<file path="src/hdl/tbmb_pkg.sv">
// constants, field layout and types shared by both ends of the multiplexed transmit backplane
package tbmb_pkg;
    // register map, byte addresses on apb
    localparam int ADDR_W = 8;
    localparam logic [ADDR_W-1:0] OFS_TX_IFACE = 8'h00;
    localparam logic [ADDR_W-1:0] OFS_PATTERN = 8'h04;
    localparam logic [ADDR_W-1:0] OFS_STATUS = 8'h08;
    localparam logic [ADDR_W-1:0] OFS_MASK = 8'h0C;
    localparam logic [ADDR_W-1:0] OFS_LIVE = 8'h10;
    localparam int DATA_W = 32;
    // transmit interface control fields
    localparam int SPEED_LSB = 0;
    localparam int SPEED_W = 2;
    localparam int MUXEN_BIT = 2;
    localparam int TRANSMIT_INTERFACE_CONTROL_W = 3;
    localparam logic [TRANSMIT_INTERFACE_CONTROL_W-1:0] TRANSMIT_INTERFACE_CONTROL_RST = 3'h0;
    // pattern control fields; bits 7-4 are not stored
    localparam int SWAP_BIT = 3;
    localparam int PAT_W = 4;
    localparam logic [PAT_W-1:0] PAT_RST = 4'h0;
    // sticky event bits, mask has the same layout
    localparam int EV_LOCK = 0;
    localparam int EV_ALIGN = 1;
    localparam int EV_W = 2;
    localparam logic [EV_W-1:0] EV_RST = 2'h0;
    // live state bits
    localparam int LIVE_RUN = 0;
    localparam int LIVE_LOCK = 1;
    localparam int LIVE_H100 = 2;
    localparam int LIVE_W = 3;
    typedef enum logic [1:0] {
        SPD_RSV0 = 2'b00,
        SPD_RSV1 = 2'b01,
        SPD_HMVIP = 2'b10,
        SPD_H100 = 2'b11
    } tbmb_speed_t;
    typedef enum logic {
        DMX_HUNT = 1'b0,
        DMX_RUN = 1'b1
    } tbmb_dmx_t;
    // stream structure
    localparam int NUM_CH = 4;
    localparam int CH_W = 2;
    localparam int BYTE_W = 8;
    localparam int HS_PER_E1 = 8;
    localparam int FRAME_HS = 2048;
    localparam int CNT_W = 11;
    localparam logic [CNT_W-1:0] LEAD_HMVIP = 11'h010;
    localparam logic [CNT_W-1:0] LEAD_H100 = 11'h008;
    localparam logic [CNT_W-1:0] FRAME_LAST = 11'h7FF;
    localparam int SER_CLK_BIT = 2;
    // timing
    localparam int CLK_PERIOD_NS = 50;
    localparam int HS_PERIOD_NS = 400;
    localparam int HS_HALF_DEF = HS_PERIOD_NS / (2 * CLK_PERIOD_NS);
endpackage : tbmb_pkg

</file>
<file path="src/hdl/tbmb_link_if.sv">
// backplane link between the multiplexing source and the transmit interface
`timescale 1ns/1ps
interface tbmb_link_if;
    logic tx_serial_clock;
    logic tx_hs_clock_in;
    logic tx_frame_sync;
    logic tx_serial_data_in;
    modport dev (
        input tx_serial_clock,
        input tx_hs_clock_in,
        input tx_frame_sync,
        input tx_serial_data_in
    );
    modport bp (
        output tx_serial_clock,
        output tx_hs_clock_in,
        output tx_frame_sync,
        output tx_serial_data_in
    );
endinterface : tbmb_link_if

</file>
<file path="src/hdl/tbmb_dev.sv">
// transmit interface end: apb registers, byte demultiplexer, pattern routing
//
// Implementation choices: the placing of the registers and the APB register port.
`timescale 1ns/1ps
module tbmb_dev
    import tbmb_pkg::*;
(
    input wire logic pclk,
    input wire logic presetn,
    input wire logic ce,
    input wire logic psel,
    input wire logic penable,
    input wire logic pwrite,
    input wire logic [ADDR_W-1:0] paddr,
    input wire logic [DATA_W-1:0] pwdata,
    output logic [DATA_W-1:0] prdata,
    output logic pready,
    output logic pslverr,
    tbmb_link_if.dev link,
    output logic [NUM_CH*BYTE_W-1:0] line_bytes,
    output logic [NUM_CH-1:0] line_valid,
    output logic tx_gen_en,
    output logic rx_chk_en,
    output logic rx_gen_en,
    output logic tx_chk_en,
    input wire logic tx_chk_lock,
    input wire logic rx_chk_lock,
    output logic irq
);
    logic [TRANSMIT_INTERFACE_CONTROL_W-1:0] transmit_interface_control_q;
    logic [PAT_W-1:0] pat_q;
    logic [EV_W-1:0] stat_q;
    logic [EV_W-1:0] mask_q;
    logic [EV_W-1:0] ev_set;
    logic [DATA_W-1:0] prdata_q;
    logic wr_en;
    logic mapped;
    logic [LIVE_W-1:0] live;
    tbmb_speed_t speed;
    logic mux_active;
    logic h100;
    logic [CNT_W-1:0] lead;
    logic [1:0] hs_s_q;
    logic hs_prev_q;
    logic [1:0] sync_s_q;
    logic [1:0] data_s_q;
    logic hs_rise;
    logic sync_prev_q;
    logic sync_fall;
    tbmb_dmx_t state_q;
    logic [CNT_W-1:0] cnt_q;
    logic [CNT_W-1:0] idx;
    logic [BYTE_W-2:0] sr_q;
    logic take_bit;
    logic byte_done;
    logic [BYTE_W-1:0] byte_val;
    logic [CH_W-1:0] ch_idx;
    logic lock_sel;
    logic lock_q;

    // apb: zero wait states, so the access phase always completes
    assign pready = 1'b1;
    assign mapped = (paddr == OFS_TX_IFACE) || (paddr == OFS_PATTERN) || (paddr == OFS_STATUS)
        || (paddr == OFS_MASK) || (paddr == OFS_LIVE);
    assign pslverr = psel && penable && !mapped;
    assign wr_en = psel && penable && pwrite && mapped;
    assign prdata = prdata_q;

    // speed decode depends on multiplex enable
    assign speed = tbmb_speed_t'(transmit_interface_control_q[SPEED_LSB +: SPEED_W]);
    // reserved codes leave the demultiplexer idle
    assign mux_active = transmit_interface_control_q[MUXEN_BIT] && (speed == SPD_HMVIP || speed == SPD_H100);
    // code 11 means the narrow convention only with multiplexing on
    assign h100 = transmit_interface_control_q[MUXEN_BIT] && (speed == SPD_H100);
    // sync width fixes where the frame starts
    assign lead = h100 ? LEAD_H100 : LEAD_HMVIP;
    assign live = {h100, lock_q, state_q == DMX_RUN};

    always_ff @(posedge pclk or negedge presetn) begin
        if (!presetn) begin
            transmit_interface_control_q <= TRANSMIT_INTERFACE_CONTROL_RST;
        end else if (ce && wr_en && paddr == OFS_TX_IFACE) begin
            transmit_interface_control_q <= pwdata[TRANSMIT_INTERFACE_CONTROL_W-1:0];
        end
    end

    // upper nibble neither stored nor read back
    always_ff @(posedge pclk or negedge presetn) begin
        if (!presetn) begin
            pat_q <= PAT_RST;
        end else if (ce && wr_en && paddr == OFS_PATTERN) begin
            pat_q <= pwdata[PAT_W-1:0];
        end
    end

    always_ff @(posedge pclk or negedge presetn) begin
        if (!presetn) begin
            mask_q <= EV_RST;
        end else if (ce && wr_en && paddr == OFS_MASK) begin
            mask_q <= pwdata[EV_W-1:0];
        end
    end

    // write one to clear; a new event in the same cycle wins
    always_ff @(posedge pclk or negedge presetn) begin
        if (!presetn) begin
            stat_q <= EV_RST;
        end else if (ce) begin
            if (wr_en && paddr == OFS_STATUS) begin
                stat_q <= (stat_q & ~pwdata[EV_W-1:0]) | ev_set;
            end else begin
                stat_q <= stat_q | ev_set;
            end
        end
    end

    // read data captured in the setup phase, stable through access
    always_ff @(posedge pclk or negedge presetn) begin
        if (!presetn) begin
            prdata_q <= '0;
        end else if (ce && psel && !penable) begin
            unique case (paddr)
                OFS_TX_IFACE: prdata_q <= DATA_W'(transmit_interface_control_q);
                OFS_PATTERN: prdata_q <= DATA_W'(pat_q);
                OFS_STATUS: prdata_q <= DATA_W'(stat_q);
                OFS_MASK: prdata_q <= DATA_W'(mask_q);
                OFS_LIVE: prdata_q <= DATA_W'(live);
                default: prdata_q <= '0;
            endcase
        end
    end

    always_ff @(posedge pclk or negedge presetn) begin
        if (!presetn) begin
            irq <= 1'b0;
        end else if (ce) begin
            irq <= |(stat_q & mask_q);
        end
    end

    // high-speed clock arrives on the repurposed pin; two flops first
    always_ff @(posedge pclk or negedge presetn) begin
        if (!presetn) begin
            hs_s_q <= 2'h0;
            sync_s_q <= 2'h0;
            data_s_q <= 2'h0;
            hs_prev_q <= 1'b0;
        end else if (ce) begin
            hs_s_q <= {hs_s_q[0], link.tx_hs_clock_in};
            sync_s_q <= {sync_s_q[0], link.tx_frame_sync};
            data_s_q <= {data_s_q[0], link.tx_serial_data_in};
            hs_prev_q <= hs_s_q[1];
        end
    end

    // sample data and sync on the rising edge of the high-speed clock
    assign hs_rise = hs_s_q[1] && !hs_prev_q;
    assign sync_fall = hs_rise && sync_prev_q && !sync_s_q[1];

    always_ff @(posedge pclk or negedge presetn) begin
        if (!presetn) begin
            sync_prev_q <= 1'b0;
        end else if (ce && hs_rise) begin
            sync_prev_q <= sync_s_q[1];
        end
    end

    // first low sync sample is bit 'lead' of the frame
    assign idx = sync_fall ? lead : cnt_q;
    assign take_bit = hs_rise && mux_active && (sync_fall || state_q == DMX_RUN);
    assign byte_done = take_bit && (idx[2:0] == 3'h7);
    assign byte_val = {sr_q, data_s_q[1]};
    assign ch_idx = idx[3 +: CH_W];

    always_ff @(posedge pclk or negedge presetn) begin
        if (!presetn) begin
            state_q <= DMX_HUNT;
        end else if (ce) begin
            unique case (state_q)
                DMX_HUNT: if (mux_active && sync_fall) state_q <= DMX_RUN;
                DMX_RUN: if (!mux_active) state_q <= DMX_HUNT;
            endcase
        end
    end

    // bit counter wraps with the 2048-bit multiplexed frame
    always_ff @(posedge pclk or negedge presetn) begin
        if (!presetn) begin
            cnt_q <= '0;
            sr_q <= '0;
        end else if (ce && take_bit) begin
            cnt_q <= CNT_W'(idx + 1'b1);
            sr_q <= byte_val[BYTE_W-2:0];
        end
    end

    // sync edge off its expected slot: flag and realign
    assign ev_set[EV_ALIGN] = ce && sync_fall && mux_active && state_q == DMX_RUN && cnt_q != lead;

    // byte k of the frame goes to line channel k mod 4
    genvar g;
    generate
        for (g = 0; g < NUM_CH; g++) begin : g_ch
            always_ff @(posedge pclk or negedge presetn) begin
                if (!presetn) begin
                    line_bytes[g*BYTE_W +: BYTE_W] <= '0;
                    line_valid[g] <= 1'b0;
                end else if (ce) begin
                    line_valid[g] <= byte_done && ch_idx == CH_W'(g);
                    if (byte_done && ch_idx == CH_W'(g)) begin
                        line_bytes[g*BYTE_W +: BYTE_W] <= byte_val;
                    end
                end
            end
        end
    endgenerate

    // swap set: receive side generates, transmit side checks
    assign rx_gen_en = pat_q[SWAP_BIT];
    assign tx_chk_en = pat_q[SWAP_BIT];
    // swap clear: transmit side generates, receive side checks
    assign tx_gen_en = !pat_q[SWAP_BIT];
    assign rx_chk_en = !pat_q[SWAP_BIT];
    assign lock_sel = pat_q[SWAP_BIT] ? tx_chk_lock : rx_chk_lock;

    always_ff @(posedge pclk or negedge presetn) begin
        if (!presetn) begin
            lock_q <= 1'b0;
        end else if (ce) begin
            lock_q <= lock_sel;
        end
    end

    // lock acquisition is a sticky event
    assign ev_set[EV_LOCK] = ce && lock_sel && !lock_q;
endmodule : tbmb_dev

</file>
<file path="src/flat_wrapper.sv">
// flat-port wrapper written by rule: the top's interface ports become plain ports
module tbmb_dev_flat import tbmb_pkg::*;
  (pclk, presetn, ce, psel, penable, pwrite, paddr, pwdata, prdata, pready, pslverr, line_bytes, line_valid, tx_gen_en, rx_chk_en, rx_gen_en, tx_chk_en, tx_chk_lock, rx_chk_lock, irq, link_tx_serial_clock, link_tx_hs_clock_in, link_tx_frame_sync, link_tx_serial_data_in);
  tbmb_link_if link_i ();
  input wire logic pclk;
  input wire logic presetn;
  input wire logic ce;
  input wire logic psel;
  input wire logic penable;
  input wire logic pwrite;
  input wire logic [ADDR_W-1:0] paddr;
  input wire logic [DATA_W-1:0] pwdata;
  output logic [DATA_W-1:0] prdata;
  output logic pready;
  output logic pslverr;
  output logic [NUM_CH*BYTE_W-1:0] line_bytes;
  output logic [NUM_CH-1:0] line_valid;
  output logic tx_gen_en;
  output logic rx_chk_en;
  output logic rx_gen_en;
  output logic tx_chk_en;
  input wire logic tx_chk_lock;
  input wire logic rx_chk_lock;
  output logic irq;
  input wire logic [$bits(link_i.tx_serial_clock)-1:0] link_tx_serial_clock;
  input wire logic [$bits(link_i.tx_hs_clock_in)-1:0] link_tx_hs_clock_in;
  input wire logic [$bits(link_i.tx_frame_sync)-1:0] link_tx_frame_sync;
  input wire logic [$bits(link_i.tx_serial_data_in)-1:0] link_tx_serial_data_in;
  assign link_i.tx_serial_clock = link_tx_serial_clock;
  assign link_i.tx_hs_clock_in = link_tx_hs_clock_in;
  assign link_i.tx_frame_sync = link_tx_frame_sync;
  assign link_i.tx_serial_data_in = link_tx_serial_data_in;
  tbmb_dev u_core (.pclk(pclk), .presetn(presetn), .ce(ce), .psel(psel), .penable(penable), .pwrite(pwrite), .paddr(paddr), .pwdata(pwdata), .prdata(prdata), .pready(pready), .pslverr(pslverr), .link(link_i), .line_bytes(line_bytes), .line_valid(line_valid), .tx_gen_en(tx_gen_en), .rx_chk_en(rx_chk_en), .rx_gen_en(rx_gen_en), .tx_chk_en(tx_chk_en), .tx_chk_lock(tx_chk_lock), .rx_chk_lock(rx_chk_lock), .irq(irq));
endmodule
</file>
<file path="config.mk">
export PLATFORM = sky130hd
export DESIGN_NAME = tbmb_dev_flat
export DESIGN_NICKNAME = d
export VERILOG_FILES = /design/src/hdl/tbmb_pkg.sv /design/src/hdl/tbmb_link_if.sv /design/src/hdl/tbmb_dev.sv /design/src/flat_wrapper.sv
export SDC_FILE = /design/constraint.sdc
export NUM_CORES = 1
export LEC_CHECK = 0
export BUFFER_PORTS_ARGS = -buffer_cell sky130_fd_sc_hd__buf_2
export CAP_MARGIN = 20
export CORE_MARGIN = 3
export CORE_UTILIZATION = 55
export DETAILED_ROUTE_END_ITERATION = 8
export PLACE_DENSITY = 0.86
export SYNTH_ARGS = -nofsm -noshare
export SYNTH_HDL_FRONTEND = slang
export SYNTH_SLANG_ARGS = --single-unit
</file>
<file path="constraint.sdc">
create_clock -name pclk -period 4.5 [get_ports pclk]
set_input_delay 0.45 -clock pclk [delete_from_list [all_inputs] [get_ports pclk]]
set_output_delay 0.45 -clock pclk [all_outputs]
set_load 0.05 [all_outputs]
</file>
Yosys cells after proc, flatten, opt, wreduce, memory -nomap -nowiden
Cells that the tools add are included.
{ "totals": {"wordCells": 100, "input_bits": 52, "regBits": 108, "output_inout_bits": 75} }
{ "op_classes": {"n_mux": 8, "bitwise": 6, "n_addsub": 1, "eq_ne": 11, "reduce_logical": 51} }
{ "op_table": {"columns": ["operator", "n"], "rows": [
  ["1-bit logical AND", 32],
  ["4-bit one-hot mux with 5 select lines", 1],
  ["8-bit by 4-bit equality test with 1-bit output, second input constant", 2],
  ["11-bit by 1-bit adder with 11-bit output, second input constant", 1],
  ["11-bit 2-to-1 mux", 1],
  ["11-bit != test", 1],
  ["2-bit equality test, second input constant", 4],
  ["8-bit by 3-bit equality test with 1-bit output, second input constant", 1],
  ["8-bit by 5-bit equality test with 1-bit output, second input constant", 1],
  ["8-bit logical NOT", 1],
  ["2-bit AND reduction", 4],
  ["1-bit logical NOT", 6],
  ["1-bit logical OR", 6],
  ["5-bit 2-to-1 mux", 1],
  ["2-bit bitwise AND", 2],
  ["2-bit OR", 2],
  ["3-bit equality test, second input constant", 1],
  ["1-bit 2-to-1 mux", 3],
  ["2-bit by 1-bit equality test with 1-bit output, second input constant", 1],
  ["2-bit logical NOT", 1],
  ["2-bit 2-to-1 mux", 1],
  ["2-bit inverter", 1],
  ["1-bit one-hot mux with 2 select lines", 1],
  ["2-bit OR reduction", 1],
  ["1-bit inverter", 1]
]} }

Longest topological paths before layout
Gate-level depths: netlist of the first run.
{ "logic_depth": {"word_depth": 10, "ltp_mapped": 8, "ltp_nobuf": 7} }

Worst setup path after synthesis of the first run
Ideal clock, no wire load.
{ "synth_timing": {"path_type": "reg-to-reg", "startpoint": "reg u_core.sync_s_q[1]", "endpoint": "reg u_core.line_bytes[0]", "t_arrival_ns": 2.064, "required_time_ns": 4.375, "path_slack_ns": 2.310, "path_stages_with_launch": 9, "setup_ns": 0.125, "path_cell_list": "dfrtp_1 -> nand4bb_1 -> and2_1 -> ha_1 -> ha_1 -> o2111ai_4 -> or4_1 -> buf_6 -> mux2_4"} }
{ "synth_via": {"elab_chain_len": 7, "elab_cells_between_ends": 10, "cone_classes": "1 x eq/ne; 1 x mux; 8 x reduce/logical"} }
{ "synth_lines": {"columns": ["element", "line_no", "rtl"], "rows": [
  ["start, declared", "tbmb_dev.sv:45", "logic [1:0] sync_s_q;"],
  ["start signal, assigned", "tbmb_dev.sv:150", "sync_s_q <= {sync_s_q[0], link.tx_frame_sync};"],
  ["1-bit logical NOT *", "tbmb_dev.sv:158", "assign sync_fall = hs_rise && sync_prev_q && !sync_s_q[1];"],
  ["1-bit logical AND *", "tbmb_dev.sv:158", null],
  ["11-bit 2-to-1 mux / 1-bit logical OR (equally long branches)", "tbmb_dev.sv:169, tbmb_dev.sv:170", null],
  ["3-bit equality test / 1-bit logical AND (equally long branches)", "tbmb_dev.sv:171, tbmb_dev.sv:170", null],
  ["1-bit logical AND", "tbmb_dev.sv:171", "assign byte_done = take_bit && (idx[2:0] == 3'h7);"],
  ["1-bit logical AND *", "tbmb_dev.sv:210", "if (byte_done && ch_idx == CH_W'(g)) begin"],
  ["2-bit AND reduction (no line) *", null, null],
  ["end signal, assigned by index", "tbmb_dev.sv:211", "line_bytes[g*BYTE_W +: BYTE_W] <= byte_val;"],
  ["end, declared", "tbmb_dev.sv:20", "output logic [NUM_CH*BYTE_W-1:0] line_bytes,"]
]} }
Mark *: on every way between the ends. The rest lies on a longest branch, timed or not.
A chain may end at the register's enable or synchronous reset.

Worst setup path after layout of the first run
{ "layout_timing": {"startpoint": "reg u_core.sync_s_q[1]", "endpoint": "reg u_core.line_bytes[7]"} }
Same word-level chain as after synthesis.

==> results.toml, run 1 <==
[run_status]
outcome = "complete, no violations"

[power]
p_int_w = 0.00109
p_per_area_nw_per_um2 = 347
seqPwrFrac_pct = 49.4
vdd_ir_drop_max_mv = 0.259
switchingPower_w = 0.000421
swShare_pct = 27.8
pwr-share-comb_pct = 9.7
clkPwrFrac_pct = 40.9
leakage_nw = 2.27

[final_layout]
post-route-util_pct = 66.4
seq_area_sq_um = 2000
stdcell_area_sq_um = 4360
finalNonFillerCells = 481
syn_to_final_growth_pct = 12.8
fill_cells = 448
multi_input_area_sq_um = 1630
mostFrequentLayoutCells = "80 x dfrtp_1, 67 x buf_2, 51 x mux2_2"
layout.cells.most_common = "dfrtp_1"
fin_nets = 437
n_antenna_cell = 0
drive_gt1_share_pct = 38.9

[logic_synthesis]
seq_area_frac_synth_pct = 51.8
yosys.area_share.simple_pct = 11.7
netlist_instances = 321
ys_seq_elements = 80
ys_types = 53
synth_top_family_by_area = "multiplexers"
syn-cell-area_sq_um = 3870
synth-xor-area-share_pct = 1.13
ys_warn_count = 0
ys_async_sr_fraction_pct = 100
synth.mux.area_fraction_pct = 18.5
synth_edf_count = 0
synth-compound-area-share_pct = 7.31
dominantRegCellSynth = "dfrtp_1"
synth_area_per_cell_sq_um = 12.0
synth_fa_ha_area_share_pct = 0.647

[placed_design]
finalWeightedCongestion = 0.904
placed_cells = 464
place_area_sq_um = 4120
dpl.hpwl_um = 5580
numPortBuffers = 68

[job]
max-cap-violations = 0

[setup_path]
required_ns = 4.74
cpPeakStageDelay_ns = 0.75
path_class = "register to register"
crit_chain = "nand4bb_1 > and2_1 > ha_1 > ha_1 > o2111ai_4 > or4_1 > mux2_4"
crit_family = "simple AND/OR/NAND/NOR gates"
cp-end-kind = "register"
cp_slowest_cell = "or4_1"
critPathBufInv = 0
arrival_ns = 2.97
crit_fanout = 9
crit_top_cell = "ha_1"
crit_path_start_kind = "register"

[timing]
slew_viol_final = 0
hold_viol_final = 0
fin_crit_ns = 2.73
slew_headroom_pct = 36.1
setup_tns_ns = 0
finalClockSkew_ns = 0.0130
setup_violations = 0
tightest_slew_ns = 0.958
period_share_pct = 60.7
max_freq_mhz = 366
rsz0062_at_grt = "false"

[drt]
met1_length_um = 3340
routed_wl_um = 7930
route.detailed.drc = 0
top_layer = "met4"
drtIter0Drc = 127
dr.pass1.iters = 4
wl_met2_um = 3880
via_per_inst = 5.48
wl_per_cell_um = 16.5
drt.antenna.violating_nets = 0
wl_met3_um = 578
routed-via-count = 2637

[floorplanning]
core_area_sq_um = 6570
fp-row-count = 29
die_area_sq_um = 8070
io_pins = 127
die_w_um = 89.8
die_h_um = 89.8
start_util_pct = 58.9

[clock_tree]
cts.sinks = 80
htreeDepth = 3
cts_hold_buf = 0
cts_made_buffers = 9
clockBufferDepth = 2
cts_tree = "yes"
cts_resized = 0
insertion_delay_ns = 0.36
cts-root-buf = "clkbuf_8"
postCtsSetupBuffers = 0
clk_pin_slew_ns = 0.09

[global_routing]
grt-ovfl-total = 0
grt_max_degree = 81
antenna_found_initial = 0
grt_pass1_vias = 2620
track_usage_pct = 20.3
grt_pass1_wl_um = 13200

[worst_hold_path]
hp-class = "input pin to asynchronous set/reset pin"
## routing by layer
| metal | global-route usage (%) | vias to the layer above |
|---|---|---|
| met5 | 0 | - |
| met1 | 25.6 | 1312 |
| met3 | 6.09 | 16 |
| met2 | 32.5 | 100 |
| li1 | - | 1209 |
| met4 | 9.07 | 0 |
## layout make-up
| class | count | share of cell area (%) |
|---|---|---|
| Sequential cell | 80 | 45.9 |
| Timing Repair Buffer | 70 | 8.15 |
| Clock buffer | 9 | 2.84 |
| Clock inverter | 7 | 2.50 |
| Tap cell | 93 | 2.67 |
| Inverter | 7 | 0.602 |
| Multi-Input combinational cell | 215 | 37.3 |
## synthesized netlist by cell type (3+ instances only)
cell	n	area share [%]
buf_4	33	6.4
nand4_1	7	1.1
and2_1	8	1.3
and3_1	3	0.49
o21ai_0	9	1.2
a31oi_1	3	0.49
dfrtp_1	80	52
clkbuf_1	7	0.68
mux2_4	8	3.1
inv_1	7	0.68
buf_2	5	0.65
nor3_1	3	0.39
nor4_1	3	0.49
xor2_1	5	1.1
nand3_1	10	1.3
nor2_1	9	0.87
mux2_2	51	15
a21o_1	3	0.58
a21oi_1	5	0.65
nand2_1	19	1.8
## logic make-up after synthesis
kind of cell    count (synthesis)
flops                          80
compound gates                 38
buf+inv                        53
fa+ha+maj                       2
other cells                     2
simple gates                   80
xor+xnor                        5
mux                            61
## registers in the layout, summed over array words and instances (netlist names)
name	cells
u_core.sync_prev_q	1
u_core.irq	1
u_core.lock_q	1
u_core.mask_q	2
u_core.data_s_q	2
u_core.prdata	4
u_core.cnt_q	11
u_core.pat_q	4
u_core.hs_prev_q	1
u_core.line_valid	4
u_core.sr_q	7
u_core.hs_s_q	2
u_core.stat_q	2
u_core.line_bytes	32
u_core.transmit_interface_control_q	3
u_core.sync_s_q	2
u_core.state_q	1
## through the flow
step	hold WS (ns)	setup slack (ns)	power [W]
after floorplan	0.154	2.31	0.000891
after CTS	0.274	1.76	0.00152
after global placement	0.460	1.81	0.000904
after detailed placement	0.486	1.78	0.000908
after global routing	0.307	1.60	0.00157
final	0.251	1.77	0.00151
## worst register-to-register path: stages, from the launching register on
cell	delay, ns
dfrtp_1	0.41
nand4bb_1	0.32
and2_1	0.20
ha_1	0.19
ha_1	0.20
o2111ai_4	0.14
or4_1	0.75
mux2_4	0.41
## worst paths after layout
kind / startpoint / endpoint / slack [ns] / depth (start not counted)
max: u_core.sync_s_q[1] / u_core.line_bytes[7] / 1.77 / 7
min: presetn / u_core.line_valid[0] / 0.25 / 1
max reg2reg: u_core.sync_s_q[1] / u_core.line_bytes[7] / 1.77 / 7
min reg2reg: u_core.prdata[3] / u_core.prdata[3] / 0.50 / 2
max in group asynchronous: presetn / u_core.sr_q[5] / 3.64 / 1
min in group pclk: link_tx_serial_data_in / u_core.data_s_q[0] / 0.32 / 2
## power groups by stage
| stage | sequential [W] | clock (W) | combinational, W |
|---|---|---|---|
| after floorplan | 0.000763 | 0 | 0.000128 |
| after global placement | 0.000760 | 0 | 0.000143 |
| after detailed placement | 0.000762 | 0 | 0.000146 |
| after CTS | 0.000747 | 0.000628 | 0.000147 |
| after global routing | 0.000751 | 0.000661 | 0.000159 |
| final | 0.000748 | 0.000620 | 0.000147 |
Note: power is estimated with default switching activity, not from simulation.
==> inputs of run 2 (changes only) <==
Settings changed: CORE_UTILIZATION 55 to 46, PLACE_DENSITY 0.86 to 0.77.
Clock period 4.5 ns to 2.5 ns, I/O delays scaled along.
==> run 2 against run 1 <==
Effect of this change:
- first-iteration DRC count is 6.3% higher
- count of clock-buffer cells in the layout is 1 higher
- cell count is 3.5% higher
- setup slack worse by 1.6 ns
- non-clock buffer count is 8 higher
- largest power group unchanged
- sequential power is 80% higher
- core utilization is 10 points lower
- via count is 2.1% lower
- sequential share of layout area is 0.88 points lower
- maximum frequency is 17% higher
==> results.toml, run 2 (synthesized netlist as in run 1, its figures left out) <==
[run_status]
outcome = "complete, no violations"

[timing]
setup_tns_ns = 0
rsz0062_at_grt = "false"
hold_viol_final = 0
period_share_pct = 93.2
tightest_slew_ns = 0.970
max_freq_mhz = 429
setup_violations = 0
slew_headroom_pct = 35.4
finalClockSkew_ns = 0.0149
fin_crit_ns = 2.33
slew_viol_final = 0

[power]
leakage_nw = 2.31
p_per_area_nw_per_um2 = 609
vdd_ir_drop_max_mv = 0.354
total_power_w = 0.00271

[floorplanning]
fp-row-count = 32
die_w_um = 97.7
die_area_sq_um = 9540
io_pins = 127
start_util_pct = 48.8
die_h_um = 97.7
core_area_sq_um = 7930

[clock_tree]
cts_made_buffers = 9
insertion_delay_ns = 0.35
htreeDepth = 3
clockBufferDepth = 2
cts-root-buf = "clkbuf_8"
clk_pin_slew_ns = 0.08
postCtsSetupBuffers = 0
cts.sinks = 80
cts_resized = 0
cts_hold_buf = 0
cts_tree = "yes"

[setup_path]
crit_path_start_kind = "register"
rrSetupSlack_ns = 0.17
crit_fanout = 9
worstSetupStartpoint = "u_core.sync_s_q[1]"
crit_family = "simple AND/OR/NAND/NOR gates"
critPathBufInv = 1
path_class = "register to register"
r2r-start = "u_core.sync_s_q[1]"
cp_slowest_cell = "dfrtp_1"
crit_top_cell = "ha_1"
arrival_ns = 2.56
reg2reg_depth = 8
cp-end-kind = "register"
reg2reg_to = "u_core.line_bytes[7]"
crit_chain = "nand4bb_4 > and2_1 > ha_1 > ha_1 > o2111ai_4 > or4_1 > buf_4 > mux2_4"
cpPeakStageDelay_ns = 0.42
required_ns = 2.73

[global_routing]
grt_max_degree = 81
track_usage_pct = 16.5
antenna_found_initial = 0
grt_pass1_vias = 2569
grt_pass1_wl_um = 12700
grt-ovfl-total = 0

[drt]
drt.antenna.violating_nets = 0
drtIter0Drc = 135
dr.pass1.iters = 4
wl_per_cell_um = 15.3
via_per_inst = 5.18
routed_wl_um = 7610
routed-via-count = 2581
route.detailed.drc = 0

[worst_hold_path]
hp-class = "input pin to asynchronous set/reset pin"

[final_layout]
syn_to_final_growth_pct = 15.0
n_antenna_cell = 0
layout.cells.most_common = "dfrtp_1"
largest_reg_flops = 32
reg_top3 = "u_core.line_bytes (32), u_core.cnt_q (11), u_core.sr_q (7)"
drive_gt1_share_pct = 40.4
regMostFlops = "u_core.line_bytes"
fin_nets = 445
finalNonFillerCells = 498
fill_cells = 662
mostFrequentLayoutCells = "80 x dfrtp_1, 67 x buf_2, 51 x mux2_2"

[placed_design]
finalWeightedCongestion = 0.876
numPortBuffers = 68
dpl.hpwl_um = 5410
placed_cells = 482

[job]
max-cap-violations = 0
-- run 2: cell types whose count changed in the layout (fill, tap and decap cells not counted), sizes merged --
cell and change:
inv -2, buf +9, clkinvlp +1
-- run 2: worst reg2reg max path, stage by stage (launching register included) --
cell	delay (ns)
dfrtp_1	0.42
nand4bb_4	0.18
and2_1	0.16
ha_1	0.18
ha_1	0.21
o2111ai_4	0.14
or4_1	0.42
buf_4	0.21
mux2_4	0.31
-- run 2: layer usage --
layer	vias to the layer above	routed length, um	global-route usage [%]
li1	1216	-	-
met1	1271	3410	22.1
met2	89	3580	25.6
met3	5	554	5.38
met4	0	62	4.58
met5	-	0	0
-- run 2: cell type report --
type | count | area (sq um) | share of cell area [%]
Clock inverter | 6 | 90.1 | 2.03
Timing Repair Buffer | 78 | 418 | 9.40
Sequential cell | 80 | 2000 | 45.0
Tap cell | 102 | 128 | 2.87
Clock buffer | 10 | 138 | 3.10
Multi-Input combinational cell | 215 | 1650 | 37.0
Inverter | 7 | 26.3 | 0.591
-- run 2: how the worst max path moves through the flow --
stage                                      end  cells past startpoint
after CTS                 u_core.line_bytes[7]                      8
after detailed placement  u_core.line_bytes[0]                      8
after global placement    u_core.line_bytes[2]                      8
after global routing      u_core.line_bytes[5]                      8
after floorplan           u_core.line_bytes[0]                      8
final                     u_core.line_bytes[7]                      8
-- run 2: metrics by stage --
stage          utilization (%)  cell area (sq um)  hold WS (ns)  worst slack [ns]
2_1_floorplan                -               3970       -0.0456             0.310
3_3_place_gp              53.0               4200         0.458             0.204
3_5_place_dp              53.0               4200         0.464             0.135
4_1_cts                   55.9               4430        0.0903             0.125
5_1_grt                   56.1               4450         0.126            0.0442
6_report                  56.1               4450        0.0613             0.169
-- run 2: power breakdown --
group | leakage, nW | internal [W] | total, W | switching [W]
sequential | 1.09 | 0.00132 | 0.00135 | 0.0000304
combinational | 1.11 | 0.0000790 | 0.000284 | 0.000205
clock | 0.113 | 0.000595 | 0.00107 | 0.000478
